### config.mk
export PLATFORM = sky130hd
export DESIGN_NAME = bcp_binary_command_port
export DESIGN_NICKNAME = d
export VERILOG_FILES = /design/src/design/bcp_pkg.sv /design/src/design/bcp_binary_command_port.sv
export SDC_FILE = /design/constraint.sdc
export NUM_CORES = 2
export LEC_CHECK = 0
export BUFFER_PORTS_ARGS = -buffer_cell sky130_fd_sc_hd__buf_2
export CAP_MARGIN = 20
export CORE_UTILIZATION = 55
export DETAILED_ROUTE_END_ITERATION = 6
export GPL_ROUTABILITY_DRIVEN = 1
export PLACE_DENSITY = 0.81
export SYNTH_ARGS = -nofsm -noshare
export SYNTH_HDL_FRONTEND = slang
export SYNTH_SLANG_ARGS = --single-unit
### constraint.sdc
create_clock -name sys_clk -period 3 [get_ports sys_clk]
set_input_delay 0.3 -clock sys_clk [delete_from_list [all_inputs] [get_ports sys_clk]]
set_output_delay 0.3 -clock sys_clk [all_outputs]
set_load 0.01 [all_outputs]
### src/design/bcp_pkg.sv
/*
 * Constants, types and the parameter table of the binary command port.
 * Assumes a UART receiver and transmitter on sys_clk outside the block.
 */
package bcp_pkg;

	typedef enum logic [1:0] {ACC_RW, ACC_RO, ACC_MIXED} bcp_access_t;

	typedef struct packed {
		logic [7:0]  offset;
		logic        wide;
		bcp_access_t access;
		logic [15:0] reset_value;
	} bcp_reg_t;

	localparam bcp_reg_t REG_DEST_ADDRESS         = '{8'h00, 1'b1, ACC_RW, 16'h0000};
	localparam bcp_reg_t REG_SLEEP_SELECT         = '{8'h01, 1'b0, ACC_RW, 16'h0000};
	localparam bcp_reg_t REG_SLEEP_IDLE_DELAY     = '{8'h02, 1'b1, ACC_RW, 16'h0064};
	localparam bcp_reg_t REG_WAKE_INIT_DELAY      = '{8'h03, 1'b1, ACC_RW, 16'hffff};
	localparam bcp_reg_t REG_GUARD_BEFORE         = '{8'h04, 1'b1, ACC_RW, 16'h000a};
	localparam bcp_reg_t REG_GUARD_AFTER          = '{8'h05, 1'b1, ACC_RW, 16'h000a};
	localparam bcp_reg_t REG_COMMAND_IDLE_TIMEOUT = '{8'h06, 1'b1, ACC_RW, 16'h00c8};
	localparam bcp_reg_t REG_XON_XOFF_ENABLE      = '{8'h07, 1'b0, ACC_RW, 16'h0000};
	localparam bcp_reg_t REG_WAKE_INIT_LENGTH     = '{8'h0c, 1'b0, ACC_RW, 16'h0001};
	localparam bcp_reg_t REG_RX_BAD_PACKETS       = '{8'h0f, 1'b1, ACC_RW, 16'h0000};
	localparam bcp_reg_t REG_RX_GOOD_COUNT        = '{8'h10, 1'b1, ACC_RW, 16'h0000};
	localparam bcp_reg_t REG_HOP_CHANNEL          = '{8'h11, 1'b0, ACC_RW, 16'h0000};
	localparam bcp_reg_t REG_ADDRESS_MASK         = '{8'h12, 1'b1, ACC_RW, 16'hffff};
	localparam bcp_reg_t REG_ESCAPE_CHAR          = '{8'h13, 1'b0, ACC_RW, 16'h002b};
	localparam bcp_reg_t REG_FIRMWARE_VERSION     = '{8'h14, 1'b1, ACC_RO, 16'h0000};
	localparam bcp_reg_t REG_UART_BAUD_CODE       = '{8'h15, 1'b1, ACC_RW, 16'h0003};
	localparam bcp_reg_t REG_LINE2_INPUT_FUNCTION = '{8'h16, 1'b0, ACC_RW, 16'h0000};
	localparam bcp_reg_t REG_INIT_QUIET_DELAY     = '{8'h17, 1'b0, ACC_RW, 16'h0000};
	localparam bcp_reg_t REG_RETRY_LIMIT          = '{8'h18, 1'b0, ACC_RW, 16'h0000};
	localparam bcp_reg_t REG_SLOT_DELAY           = '{8'h19, 1'b0, ACC_RW, 16'h0000};
	localparam bcp_reg_t REG_STREAM_LIMIT         = '{8'h1a, 1'b1, ACC_RW, 16'hffff};
	localparam bcp_reg_t REG_TX_ERROR_COUNT       = '{8'h1b, 1'b1, ACC_RW, 16'h0000};
	localparam bcp_reg_t REG_SIGNAL_STRENGTH      = '{8'h1c, 1'b0, ACC_RO, 16'h0000};
	localparam bcp_reg_t REG_PIN_WAKE_ENABLE      = '{8'h1d, 1'b0, ACC_RW, 16'h0000};
	localparam bcp_reg_t REG_POWERUP_MODE         = '{8'h1e, 1'b0, ACC_RW, 16'h0000};
	localparam bcp_reg_t REG_OUT2_FUNCTION        = '{8'h1f, 1'b0, ACC_RW, 16'h0000};
	localparam bcp_reg_t REG_PACKET_THRESHOLD     = '{8'h20, 1'b1, ACC_RW, 16'h0001};
	localparam bcp_reg_t REG_PACKET_TIMEOUT       = '{8'h21, 1'b1, ACC_RW, 16'h0000};
	localparam bcp_reg_t REG_RSSI_PWM_TIME        = '{8'h22, 1'b0, ACC_RW, 16'h0000};
	localparam bcp_reg_t REG_PARITY_SELECT        = '{8'h23, 1'b0, ACC_RW, 16'h0000};
	localparam bcp_reg_t REG_FLOW_THRESHOLD       = '{8'h24, 1'b1, ACC_RW, 16'h0040};
	localparam bcp_reg_t REG_SERIAL_HIGH          = '{8'h25, 1'b1, ACC_RO, 16'h0000};
	localparam bcp_reg_t REG_SERIAL_LOW           = '{8'h26, 1'b1, ACC_RO, 16'h0000};
	localparam bcp_reg_t REG_NETWORK_TAG          = '{8'h27, 1'b1, ACC_MIXED, 16'h7fff};
	localparam bcp_reg_t REG_OUT3_FUNCTION        = '{8'h28, 1'b0, ACC_RW, 16'h0000};
	localparam bcp_reg_t REG_PACKET_SIZE          = '{8'h29, 1'b1, ACC_RW, 16'h0040};
	localparam bcp_reg_t REG_SOURCE_ADDRESS       = '{8'h2a, 1'b1, ACC_RW, 16'hffff};
	localparam bcp_reg_t REG_RF_MODE_SELECT       = '{8'h32, 1'b0, ACC_RW, 16'h0000};
	localparam bcp_reg_t REG_STOP_BITS            = '{8'h36, 1'b0, ACC_RW, 16'h0000};
	localparam bcp_reg_t REG_TX_POWER_LEVEL       = '{8'h3c, 1'b0, ACC_RW, 16'h0004};

	localparam int REG_COUNT = 40;
	localparam bcp_reg_t REG_LIST [REG_COUNT] = '{
		REG_DEST_ADDRESS, REG_SLEEP_SELECT, REG_SLEEP_IDLE_DELAY, REG_WAKE_INIT_DELAY,
		REG_GUARD_BEFORE, REG_GUARD_AFTER, REG_COMMAND_IDLE_TIMEOUT, REG_XON_XOFF_ENABLE,
		REG_WAKE_INIT_LENGTH, REG_RX_BAD_PACKETS, REG_RX_GOOD_COUNT, REG_HOP_CHANNEL,
		REG_ADDRESS_MASK, REG_ESCAPE_CHAR, REG_FIRMWARE_VERSION, REG_UART_BAUD_CODE,
		REG_LINE2_INPUT_FUNCTION, REG_INIT_QUIET_DELAY, REG_RETRY_LIMIT, REG_SLOT_DELAY,
		REG_STREAM_LIMIT, REG_TX_ERROR_COUNT, REG_SIGNAL_STRENGTH, REG_PIN_WAKE_ENABLE,
		REG_POWERUP_MODE, REG_OUT2_FUNCTION, REG_PACKET_THRESHOLD, REG_PACKET_TIMEOUT,
		REG_RSSI_PWM_TIME, REG_PARITY_SELECT, REG_FLOW_THRESHOLD, REG_SERIAL_HIGH,
		REG_SERIAL_LOW, REG_NETWORK_TAG, REG_OUT3_FUNCTION, REG_PACKET_SIZE,
		REG_SOURCE_ADDRESS, REG_RF_MODE_SELECT, REG_STOP_BITS, REG_TX_POWER_LEVEL
	};

	localparam int          TABLE_DEPTH       = 64;
	localparam logic [7:0]  CODE_STORE        = 8'h08;
	localparam logic [7:0]  LINE2_BINARY      = 8'h01;
	localparam logic [15:0] GUARD_MIN         = 16'h0002;
	localparam logic [15:0] SLEEP_IDLE_MIN    = 16'h0010;
	localparam logic [15:0] RSSI_PWM_MAX      = 16'h007f;
	localparam logic [15:0] NET_TAG_MIN       = 16'h0010;
	localparam logic [15:0] NET_TAG_MAX       = 16'h7fff;
	localparam logic [15:0] FLOW_MARGIN       = 16'h0011;
	localparam logic [15:0] INPUT_BUFFER_SIZE = 16'h0100;
	localparam int          CLK_MHZ           = 100;
	localparam int          ABORT_TIME_MS     = 500;
	localparam int          ABORT_CYCLES      = ABORT_TIME_MS * 1000 * CLK_MHZ;

	typedef enum {ST_IDLE, ST_PARAM_LO, ST_PARAM_HI, ST_EXEC, ST_SEND_LO, ST_SEND_HI, ST_STORE} bcp_state_t;

endpackage

### src/design/bcp_binary_command_port.sv
/*
 * Binary command interpreter on the receive path of the serial port.
 * Assumes a UART receiver delivering one-cycle rx_valid pulses on sys_clk, a transmitter
 * accepting bytes on tx_valid/tx_ready, and an external non-volatile store on nvm_wr_*.
 */
`timescale 1ns/1ps
`default_nettype none

module bcp_binary_command_port #(
	parameter int ABORT_CYCLES = bcp_pkg::ABORT_CYCLES
) (
	input  wire logic        sys_clk,
	input  wire logic        reset,
	input  wire logic [7:0]  rx_data,
	input  wire logic        rx_valid,
	input  wire logic        binary_cmd_select,
	output logic      [7:0]  tx_data,
	output logic             tx_valid,
	input  wire logic        tx_ready,
	output logic      [7:0]  payload_data,
	output logic             payload_valid,
	output logic             cts_n,
	input  wire logic        cfg_wr_en,
	input  wire logic [7:0]  cfg_wr_addr,
	input  wire logic [15:0] cfg_wr_data,
	input  wire logic [7:0]  cfg_rd_addr,
	output logic      [15:0] cfg_rd_data,
	output logic             nvm_wr_en,
	output logic      [5:0]  nvm_wr_addr,
	output logic      [15:0] nvm_wr_data,
	input  wire logic [15:0] firmware_version,
	input  wire logic [7:0]  signal_strength,
	input  wire logic [15:0] serial_high,
	input  wire logic [15:0] serial_low
);

	// ------------------------------------------------------------
	// Parameter table lookups
	// ------------------------------------------------------------
	function automatic logic reg_hit(input logic [7:0] code);
		logic hit;
		hit = 1'b0;
		for (int i = 0; i < bcp_pkg::REG_COUNT; i++)
		begin
			if (bcp_pkg::REG_LIST[i].offset == code)
				hit = 1'b1;
		end
		return hit;
	endfunction

	function automatic bcp_pkg::bcp_reg_t reg_info(input logic [7:0] code);
		bcp_pkg::bcp_reg_t info;
		info = '0;
		for (int i = 0; i < bcp_pkg::REG_COUNT; i++)
		begin
			if (bcp_pkg::REG_LIST[i].offset == code)
				info = bcp_pkg::REG_LIST[i];
		end
		return info;
	endfunction

	// Decides whether a write of val to code may change the table.
	function automatic logic write_ok(input logic [7:0] code, input logic [15:0] val);
		logic ok;
		ok = reg_hit(code) && (reg_info(code).access != bcp_pkg::ACC_RO);
		// Range limits look at the full sixteen-bit value, before any narrowing.
		case (code)
			bcp_pkg::REG_GUARD_AFTER.offset,
			bcp_pkg::REG_COMMAND_IDLE_TIMEOUT.offset:
				ok = ok && (val >= bcp_pkg::GUARD_MIN);
			bcp_pkg::REG_SLEEP_IDLE_DELAY.offset:
				ok = ok && (val >= bcp_pkg::SLEEP_IDLE_MIN);
			bcp_pkg::REG_RSSI_PWM_TIME.offset:
				ok = ok && (val <= bcp_pkg::RSSI_PWM_MAX);
			bcp_pkg::REG_NETWORK_TAG.offset:
				ok = ok && (val >= bcp_pkg::NET_TAG_MIN) && (val <= bcp_pkg::NET_TAG_MAX);
			bcp_pkg::REG_FLOW_THRESHOLD.offset:
				ok = ok && (val <= bcp_pkg::INPUT_BUFFER_SIZE - bcp_pkg::FLOW_MARGIN);
			default:
				ok = ok;
		endcase
		return ok;
	endfunction

	// Narrow parameters keep the low byte only.
	function automatic logic [15:0] fit_width(input logic [7:0] code, input logic [15:0] val);
		return reg_info(code).wide ? val : {8'h00, val[7:0]};
	endfunction

	// ------------------------------------------------------------
	// State
	// ------------------------------------------------------------
	bcp_pkg::bcp_state_t state_q;
	logic [15:0]         table_q [bcp_pkg::TABLE_DEPTH];
	logic                sel_meta_q;
	logic                sel_sync_q;
	logic [7:0]          code_q;
	logic [7:0]          param_lo_q;
	logic [15:0]         param_q;
	logic [15:0]         reply_q;
	logic [31:0]         abort_cnt_q;
	logic [5:0]          store_idx_q;
	logic                binary_enabled;
	logic                cmd_byte;
	logic                exec_write;
	logic                abort_due;
	logic [15:0]         reply_value;

	// ------------------------------------------------------------
	// Select pin synchroniser
	// ------------------------------------------------------------
	// Only the second flop is read elsewhere; the first may still be settling.
	always_ff @(posedge sys_clk)
	begin
		if (reset)
		begin
			sel_meta_q <= 1'b0;
			sel_sync_q <= 1'b0;
		end
		else
		begin
			sel_meta_q <= binary_cmd_select;
			sel_sync_q <= sel_meta_q;
		end
	end

	// ------------------------------------------------------------
	// Byte classification
	// ------------------------------------------------------------
	assign binary_enabled = table_q[bcp_pkg::REG_LINE2_INPUT_FUNCTION.offset[5:0]][7:0]
	                        == bcp_pkg::LINE2_BINARY;
	// The select level is looked at only on the byte's completion pulse.
	assign cmd_byte   = rx_valid && sel_sync_q && binary_enabled;
	assign exec_write = (state_q == bcp_pkg::ST_EXEC) && write_ok(code_q, param_q);
	assign abort_due  = abort_cnt_q >= 32'(ABORT_CYCLES - 1);

	always_ff @(posedge sys_clk)
	begin
		if (reset)
		begin
			payload_data  <= 8'h00;
			payload_valid <= 1'b0;
		end
		else
		begin
			payload_valid <= rx_valid && !(sel_sync_q && binary_enabled);
			if (rx_valid)
				payload_data <= rx_data;
		end
	end

	// ------------------------------------------------------------
	// Readback value of a code
	// ------------------------------------------------------------
	function automatic logic [15:0] read_value(input logic [7:0] code);
		logic [15:0] v;
		case (code)
			bcp_pkg::REG_FIRMWARE_VERSION.offset:
				v = firmware_version;
			bcp_pkg::REG_SIGNAL_STRENGTH.offset:
				v = {8'h00, signal_strength};
			bcp_pkg::REG_SERIAL_HIGH.offset:
				v = serial_high;
			bcp_pkg::REG_SERIAL_LOW.offset:
				v = serial_low;
			default:
				v = reg_hit(code) ? table_q[code[5:0]] : 16'h0000;
		endcase
		return v;
	endfunction

	// A process rather than a continuous assignment, so that the value follows the table
	// and the read-only sources as well as the received byte.
	always_comb
	begin
		reply_value = read_value({1'b0, rx_data[6:0]});
	end

	// ------------------------------------------------------------
	// Command sequencer
	// ------------------------------------------------------------
	always_ff @(posedge sys_clk)
	begin
		if (reset)
		begin
			state_q     <= bcp_pkg::ST_IDLE;
			code_q      <= 8'h00;
			param_lo_q  <= 8'h00;
			param_q     <= 16'h0000;
			reply_q     <= 16'h0000;
			store_idx_q <= 6'h00;
		end
		else
		begin
			case (state_q)
				bcp_pkg::ST_IDLE:
				begin
					if (cmd_byte)
					begin
						code_q <= rx_data;
						if (rx_data[7])
						begin
							// Query form: no parameter bytes follow.
							reply_q <= reply_value;
							if (reg_hit({1'b0, rx_data[6:0]}))
								state_q <= bcp_pkg::ST_SEND_LO;
						end
						else if (rx_data == bcp_pkg::CODE_STORE)
						begin
							store_idx_q <= 6'h00;
							state_q     <= bcp_pkg::ST_STORE;
						end
						else
						begin
							// Module reset has no code of its own; every other code collects two bytes.
							state_q <= bcp_pkg::ST_PARAM_LO;
						end
					end
				end
				bcp_pkg::ST_PARAM_LO:
				begin
					if (abort_due)
						state_q <= bcp_pkg::ST_IDLE;
					else if (cmd_byte)
					begin
						param_lo_q <= rx_data;
						state_q    <= bcp_pkg::ST_PARAM_HI;
					end
				end
				bcp_pkg::ST_PARAM_HI:
				begin
					if (abort_due)
						state_q <= bcp_pkg::ST_IDLE;
					else if (cmd_byte)
					begin
						param_q <= {rx_data, param_lo_q};
						state_q <= bcp_pkg::ST_EXEC;
					end
				end
				bcp_pkg::ST_EXEC:
					state_q <= bcp_pkg::ST_IDLE;
				bcp_pkg::ST_SEND_LO:
				begin
					if (tx_ready)
						state_q <= reg_info({1'b0, code_q[6:0]}).wide ? bcp_pkg::ST_SEND_HI
						                                              : bcp_pkg::ST_IDLE;
				end
				bcp_pkg::ST_SEND_HI:
				begin
					if (tx_ready)
						state_q <= bcp_pkg::ST_IDLE;
				end
				bcp_pkg::ST_STORE:
				begin
					store_idx_q <= store_idx_q + 6'h01;
					if (store_idx_q == 6'(bcp_pkg::TABLE_DEPTH - 1))
						state_q <= bcp_pkg::ST_IDLE;
				end
				default:
					state_q <= bcp_pkg::ST_IDLE;
			endcase
		end
	end

	// ------------------------------------------------------------
	// Half-second parameter timer
	// ------------------------------------------------------------
	// Counts from the code byte, so slowly paced parameter bytes do not stretch the limit.
	always_ff @(posedge sys_clk)
	begin
		if (reset)
			abort_cnt_q <= 32'h0000_0000;
		else if (state_q == bcp_pkg::ST_PARAM_LO || state_q == bcp_pkg::ST_PARAM_HI)
			abort_cnt_q <= abort_cnt_q + 32'h0000_0001;
		else
			abort_cnt_q <= 32'h0000_0000;
	end

	// ------------------------------------------------------------
	// Parameter table
	// ------------------------------------------------------------
	always_ff @(posedge sys_clk)
	begin
		if (reset)
		begin
			for (int i = 0; i < bcp_pkg::TABLE_DEPTH; i++)
				table_q[i] <= reg_info(8'(i)).reset_value;
		end
		else if (exec_write)
			table_q[code_q[5:0]] <= fit_width(code_q, param_q);
		// A text-port write in the same cycle as a binary write is lost; the binary one wins.
		else if (cfg_wr_en && write_ok(cfg_wr_addr, cfg_wr_data))
			table_q[cfg_wr_addr[5:0]] <= fit_width(cfg_wr_addr, cfg_wr_data);
	end

	// The read port answers one cycle after the address.
	always_ff @(posedge sys_clk)
	begin
		if (reset)
			cfg_rd_data <= 16'h0000;
		else
			cfg_rd_data <= read_value(cfg_rd_addr);
	end

	// ------------------------------------------------------------
	// Non-volatile store stream
	// ------------------------------------------------------------
	// The stream copies the table as it stands each cycle; a write during a store lands only in part.
	always_ff @(posedge sys_clk)
	begin
		if (reset)
		begin
			nvm_wr_en   <= 1'b0;
			nvm_wr_addr <= 6'h00;
			nvm_wr_data <= 16'h0000;
		end
		else
		begin
			nvm_wr_en   <= state_q == bcp_pkg::ST_STORE;
			nvm_wr_addr <= store_idx_q;
			nvm_wr_data <= table_q[store_idx_q];
		end
	end

	// ------------------------------------------------------------
	// Reply bytes and flow control
	// ------------------------------------------------------------
	// The low reply byte is loaded while idle, so it stands on the first cycle of tx_valid.
	always_ff @(posedge sys_clk)
	begin
		if (reset)
			tx_data <= 8'h00;
		else if (state_q == bcp_pkg::ST_SEND_LO && tx_ready)
			tx_data <= reply_q[15:8];
		else if (state_q == bcp_pkg::ST_IDLE)
			tx_data <= reply_value[7:0];
	end

	assign tx_valid = state_q == bcp_pkg::ST_SEND_LO || state_q == bcp_pkg::ST_SEND_HI;
	// Command bytes that arrive during a reply, a store or the execute cycle are dropped; the host must pace itself.
	assign cts_n    = state_q != bcp_pkg::ST_IDLE;

endmodule

`default_nettype wire

==> impl_metrics.env <==
export IMPL_setup_slack_ns=-0.105
export IMPL_min_path_cells=3
export IMPL_async_flop_share=0
export IMPL_crit_path_max_fanout=14
export IMPL_yosys_warnings=0
export IMPL_reg2reg_depth=14
export IMPL_root_buffer="clkbuf_16"
export IMPL_power_density_nw_per_um2=500
export IMPL_max_cap_violations=0
export IMPL_p_leak_nw=27.3
export IMPL_synth_most_common_cell="edfxtp_1"
export IMPL_synth_avg_cell_area_sq_um=16.9
export IMPL_run_status="finished with violations"
export IMPL_finalNetCount=5009
export IMPL_yosysSeqAreaShare=0.516
export IMPL_hold_violations=1
export IMPL_rsz0062_at_grt="true"
export IMPL_fin_crit_sh=1.04
export IMPL_synth_area_sq_um=65000
export IMPL_synth_main_ff_cell="edfxtp_1"
export IMPL_cts_tree="yes"
export IMPL_dpl_cell_area_sq_um=74100
export IMPL_grt_start_max_net_pins=183
export IMPL_fmax_mhz=322
export IMPL_ys_ff_latch=1163
export IMPL_grt_usage=0.379
export IMPL_cp_arrival_ns=3.61
export IMPL_grt_pass1_wl_um=324000
export IMPL_drt_iter0_markers=8208
export IMPL_die_area_sq_um=120000
export IMPL_initial_utilization=0.557
export IMPL_clock_path_buffers=3
export IMPL_fin_crit_ns=3.11
export IMPL_drive_above_1_share=0.405
export IMPL_synth_area_leaders="edfxtp_1 (47%), mux4_2 (34%), dfxtp_1 (4.3%), nor2_1 (2.6%), clkbuf_1 (1.2%)"
export IMPL_antenna_found_initial=22
export IMPL_worstSetupPathType="flip-flop to flip-flop"
export IMPL_cts_buffers=117
export IMPL_worst_pin_slew_ns=1.16
export IMPL_vias=47205
export IMPL_fp_row_count=125
export IMPL_routed_wl_um=228000
export IMPL_dpl_worst_slack_ns=-0.247
export IMPL_antenna_left=0
export IMPL_cp_end_kind="flip-flop"
export IMPL_gr_total_overflow=0
export IMPL_clk_pin_slew_worst_paths_ns=0.06
export IMPL_slew_headroom=0.225
export IMPL_failed_checks="DRC, hold timing, setup timing"
export IMPL_synth_distinct_cells=88
export IMPL_core_sq_um=117000
export IMPL_slew_viol_final=0
export IMPL_io_pins=160
export IMPL_cp_start_kind="flip-flop"
export IMPL_hold_slack_ns=-0.00154
export IMPL_drtPass1Iterations=7
export IMPL_hold_class="input port to flip-flop"
export IMPL_fin_skew_ns=0.0596
export IMPL_area_growth_pct=22.2
export IMPL_die_x_um=346
export IMPL_synth_enable_flop_cells=1024
export IMPL_htreeDepth=3
export IMPL_wl_per_cell_um=34.8
export IMPL_die_y_um=346
export IMPL_place_gp_congestion=0.969
export IMPL_crit_required_ns=3.51
export IMPL_final_area_sq_um=79500
export IMPL_grt_pass1_vias=47596
export IMPL_yosys_area_top_type="edfxtp_1"
export IMPL_io_buffers=159
export IMPL_clkLatencyLatePin_ns=0.76
export IMPL_avgViaCountPerCell=7.23
export IMPL_dp_hpwl_um=147000
export IMPL_drcViolationCount=2
export IMPL_finalSetupViolCount=154
export IMPL_netlist_instances=3857
export IMPL_synth_commonest_cells="edfxtp_1 (1024), mux4_2 (996), nor2_1 (455), clkbuf_1 (203), nand2_1 (180)"
export IMPL_synth_top_area_share=0.473
export IMPL_clkSinkCount=1163
export IMPL_ir_worst_vdd_mv=0.538
==> power breakdown <==
| part | internal [mW] | switching [mW] | total (mW) |
|---|---|---|---|
| Sequential | 18.6 | 0.815 | 19.4 |
| Combinational | 2.76 | 2.66 | 5.42 |
| Clock | 8.13 | 6.71 | 14.8 |
| Total | 29.5 | 10.2 | 39.7 |
==> worst max-delay path: stages (launching register included) <==
cell and delay, ns:
dfxtp_2 0.33, buf_12 0.14, or2_4 0.25, a211o_1 0.25, o31ai_1 0.06, o21ai_1 0.09, a31oi_2 0.17, buf_4 0.17
a211oi_4 0.07, buf_12 0.16, buf_4 0.15, and3_1 0.15, a31oi_2 0.41, buf_4 0.34, nor2_1 0.10
==> state kept, by name, indices dropped and copies added, names as in the netlist <==
signal	cells
payload_valid	1
payload_data	8
nvm_wr_data	16
nvm_wr_en	1
table_q	1024
code_q	8
sel_meta_q	1
reply_q	8
state_q	3
param_lo_q	8
sel_sync_q	1
tx_data	8
abort_cnt_q	32
store_idx_q	6
param_q	16
cfg_rd_data	16
nvm_wr_addr	6
==> layout make-up <==
| cell class | instances | area, sq um |
|---|---|---|
| sequential | 1163 | 33600 |
| timing repair buffer | 729 | 7560 |
| clock buffer | 146 | 3140 |
| fill | 7054 | 37200 |
| inverter | 16 | 60.1 |
| multi-input combinational | 2878 | 32600 |
| tap | 1524 | 1910 |
| antenna | 4 | 10.0 |
| clock inverter | 72 | 669 |
==> through the flow <==
step / util / power, mW / setup TNS, ns / instances / hold WS [ns]
finish: 0.681 / 39.7 / -5.21 / 6532 / -0.00154
global route: 0.681 / 40.4 / -38.69 / 6529 / 0.0248
CTS: 0.676 / 39.3 / -0.811 / 6514 / 0.00338
detailed placement: 0.635 / 24.7 / -100.12 / 6242 / 0.442
global placement: 0.635 / 24.4 / -111.61 / 6242 / 0.431
floorplan: - / 22.5 / -1.11 / 4458 / 0.414
==> cells in the final DEF, fill, tap and decap left out, types with 11 or more instances in the layout <==
cell type	count
a21oi_1	49
a221oi_1	13
a222oi_1	16
a31oi_1	11
and3_1	17
buf_12	156
buf_2	150
buf_4	330
buf_6	41
clkbuf_1	22
clkbuf_16	126
clkinv_1	24
clkinv_2	23
conb_1	602
dfxtp_1	127
dlygate4sd3_1	34
edfxtp_1	1024
inv_1	15
mux2i_1	60
mux2i_4	12
mux4_2	996
nand2_1	176
nand2b_1	29
nand2b_2	11
nand2b_4	18
nand3_1	27
nand4_1	15
nor2_1	448
nor2b_1	36
nor3_1	26
o21ai_0	43
xor2_1	30
==> path summary, 6_finish.rpt <==
kind                    from              to  slack, ns
max                code_q[3]   table_q[1][0]      -0.11
min          serial_high[10]     reply_q[10]     -0.002
max reg2reg        code_q[3]   table_q[1][0]      -0.11
min reg2reg   abort_cnt_q[0]  abort_cnt_q[0]       0.45
==> kinds of logic (layout without fill, tap and decap cells) <==
family                   after synthesis  count (layout)  share of synthesized area
other                                  1             606                  0.0000577
adder cells (fa/ha/maj)                3               3                   0.000539
multiplexers                        1077            1077                      0.359
AND/OR/NAND/NOR                      906             906                     0.0634
AO/OA/AOI/OAI                        254             254                     0.0294
XOR/XNOR                              36              36                    0.00485
flip-flops                          1163            1163                      0.516
buffers and inverters                417             963                     0.0272
==> metal layers <==
layer  part of all wire  global-route usage  vias to the layer above  routed length (um)
met5             0.0019             0.00400                        -                 432
met4              0.090               0.270                       34               20600
met3               0.16               0.146                     1311               37300
met2               0.45               0.583                     4742              103000
met1               0.29               0.437                    23469               65800
li1                   -                   -                    17649                   -
==> timing repair <==
| action | 4_1_cts | 5_1_grt |
|---|---|---|
| gates cloned | 7 | 6 |
| hold buffers | 34 | 0 |
| setup endpoints to repair | 939 | 963 |
| buffers inserted | 13 | 11 |
| hold endpoints to repair | 35 | 0 |
| pin swaps | 8 | 19 |
| resized for setup | 79 | 72 |
No activity file was read; power rests on OpenSTA's default activity.
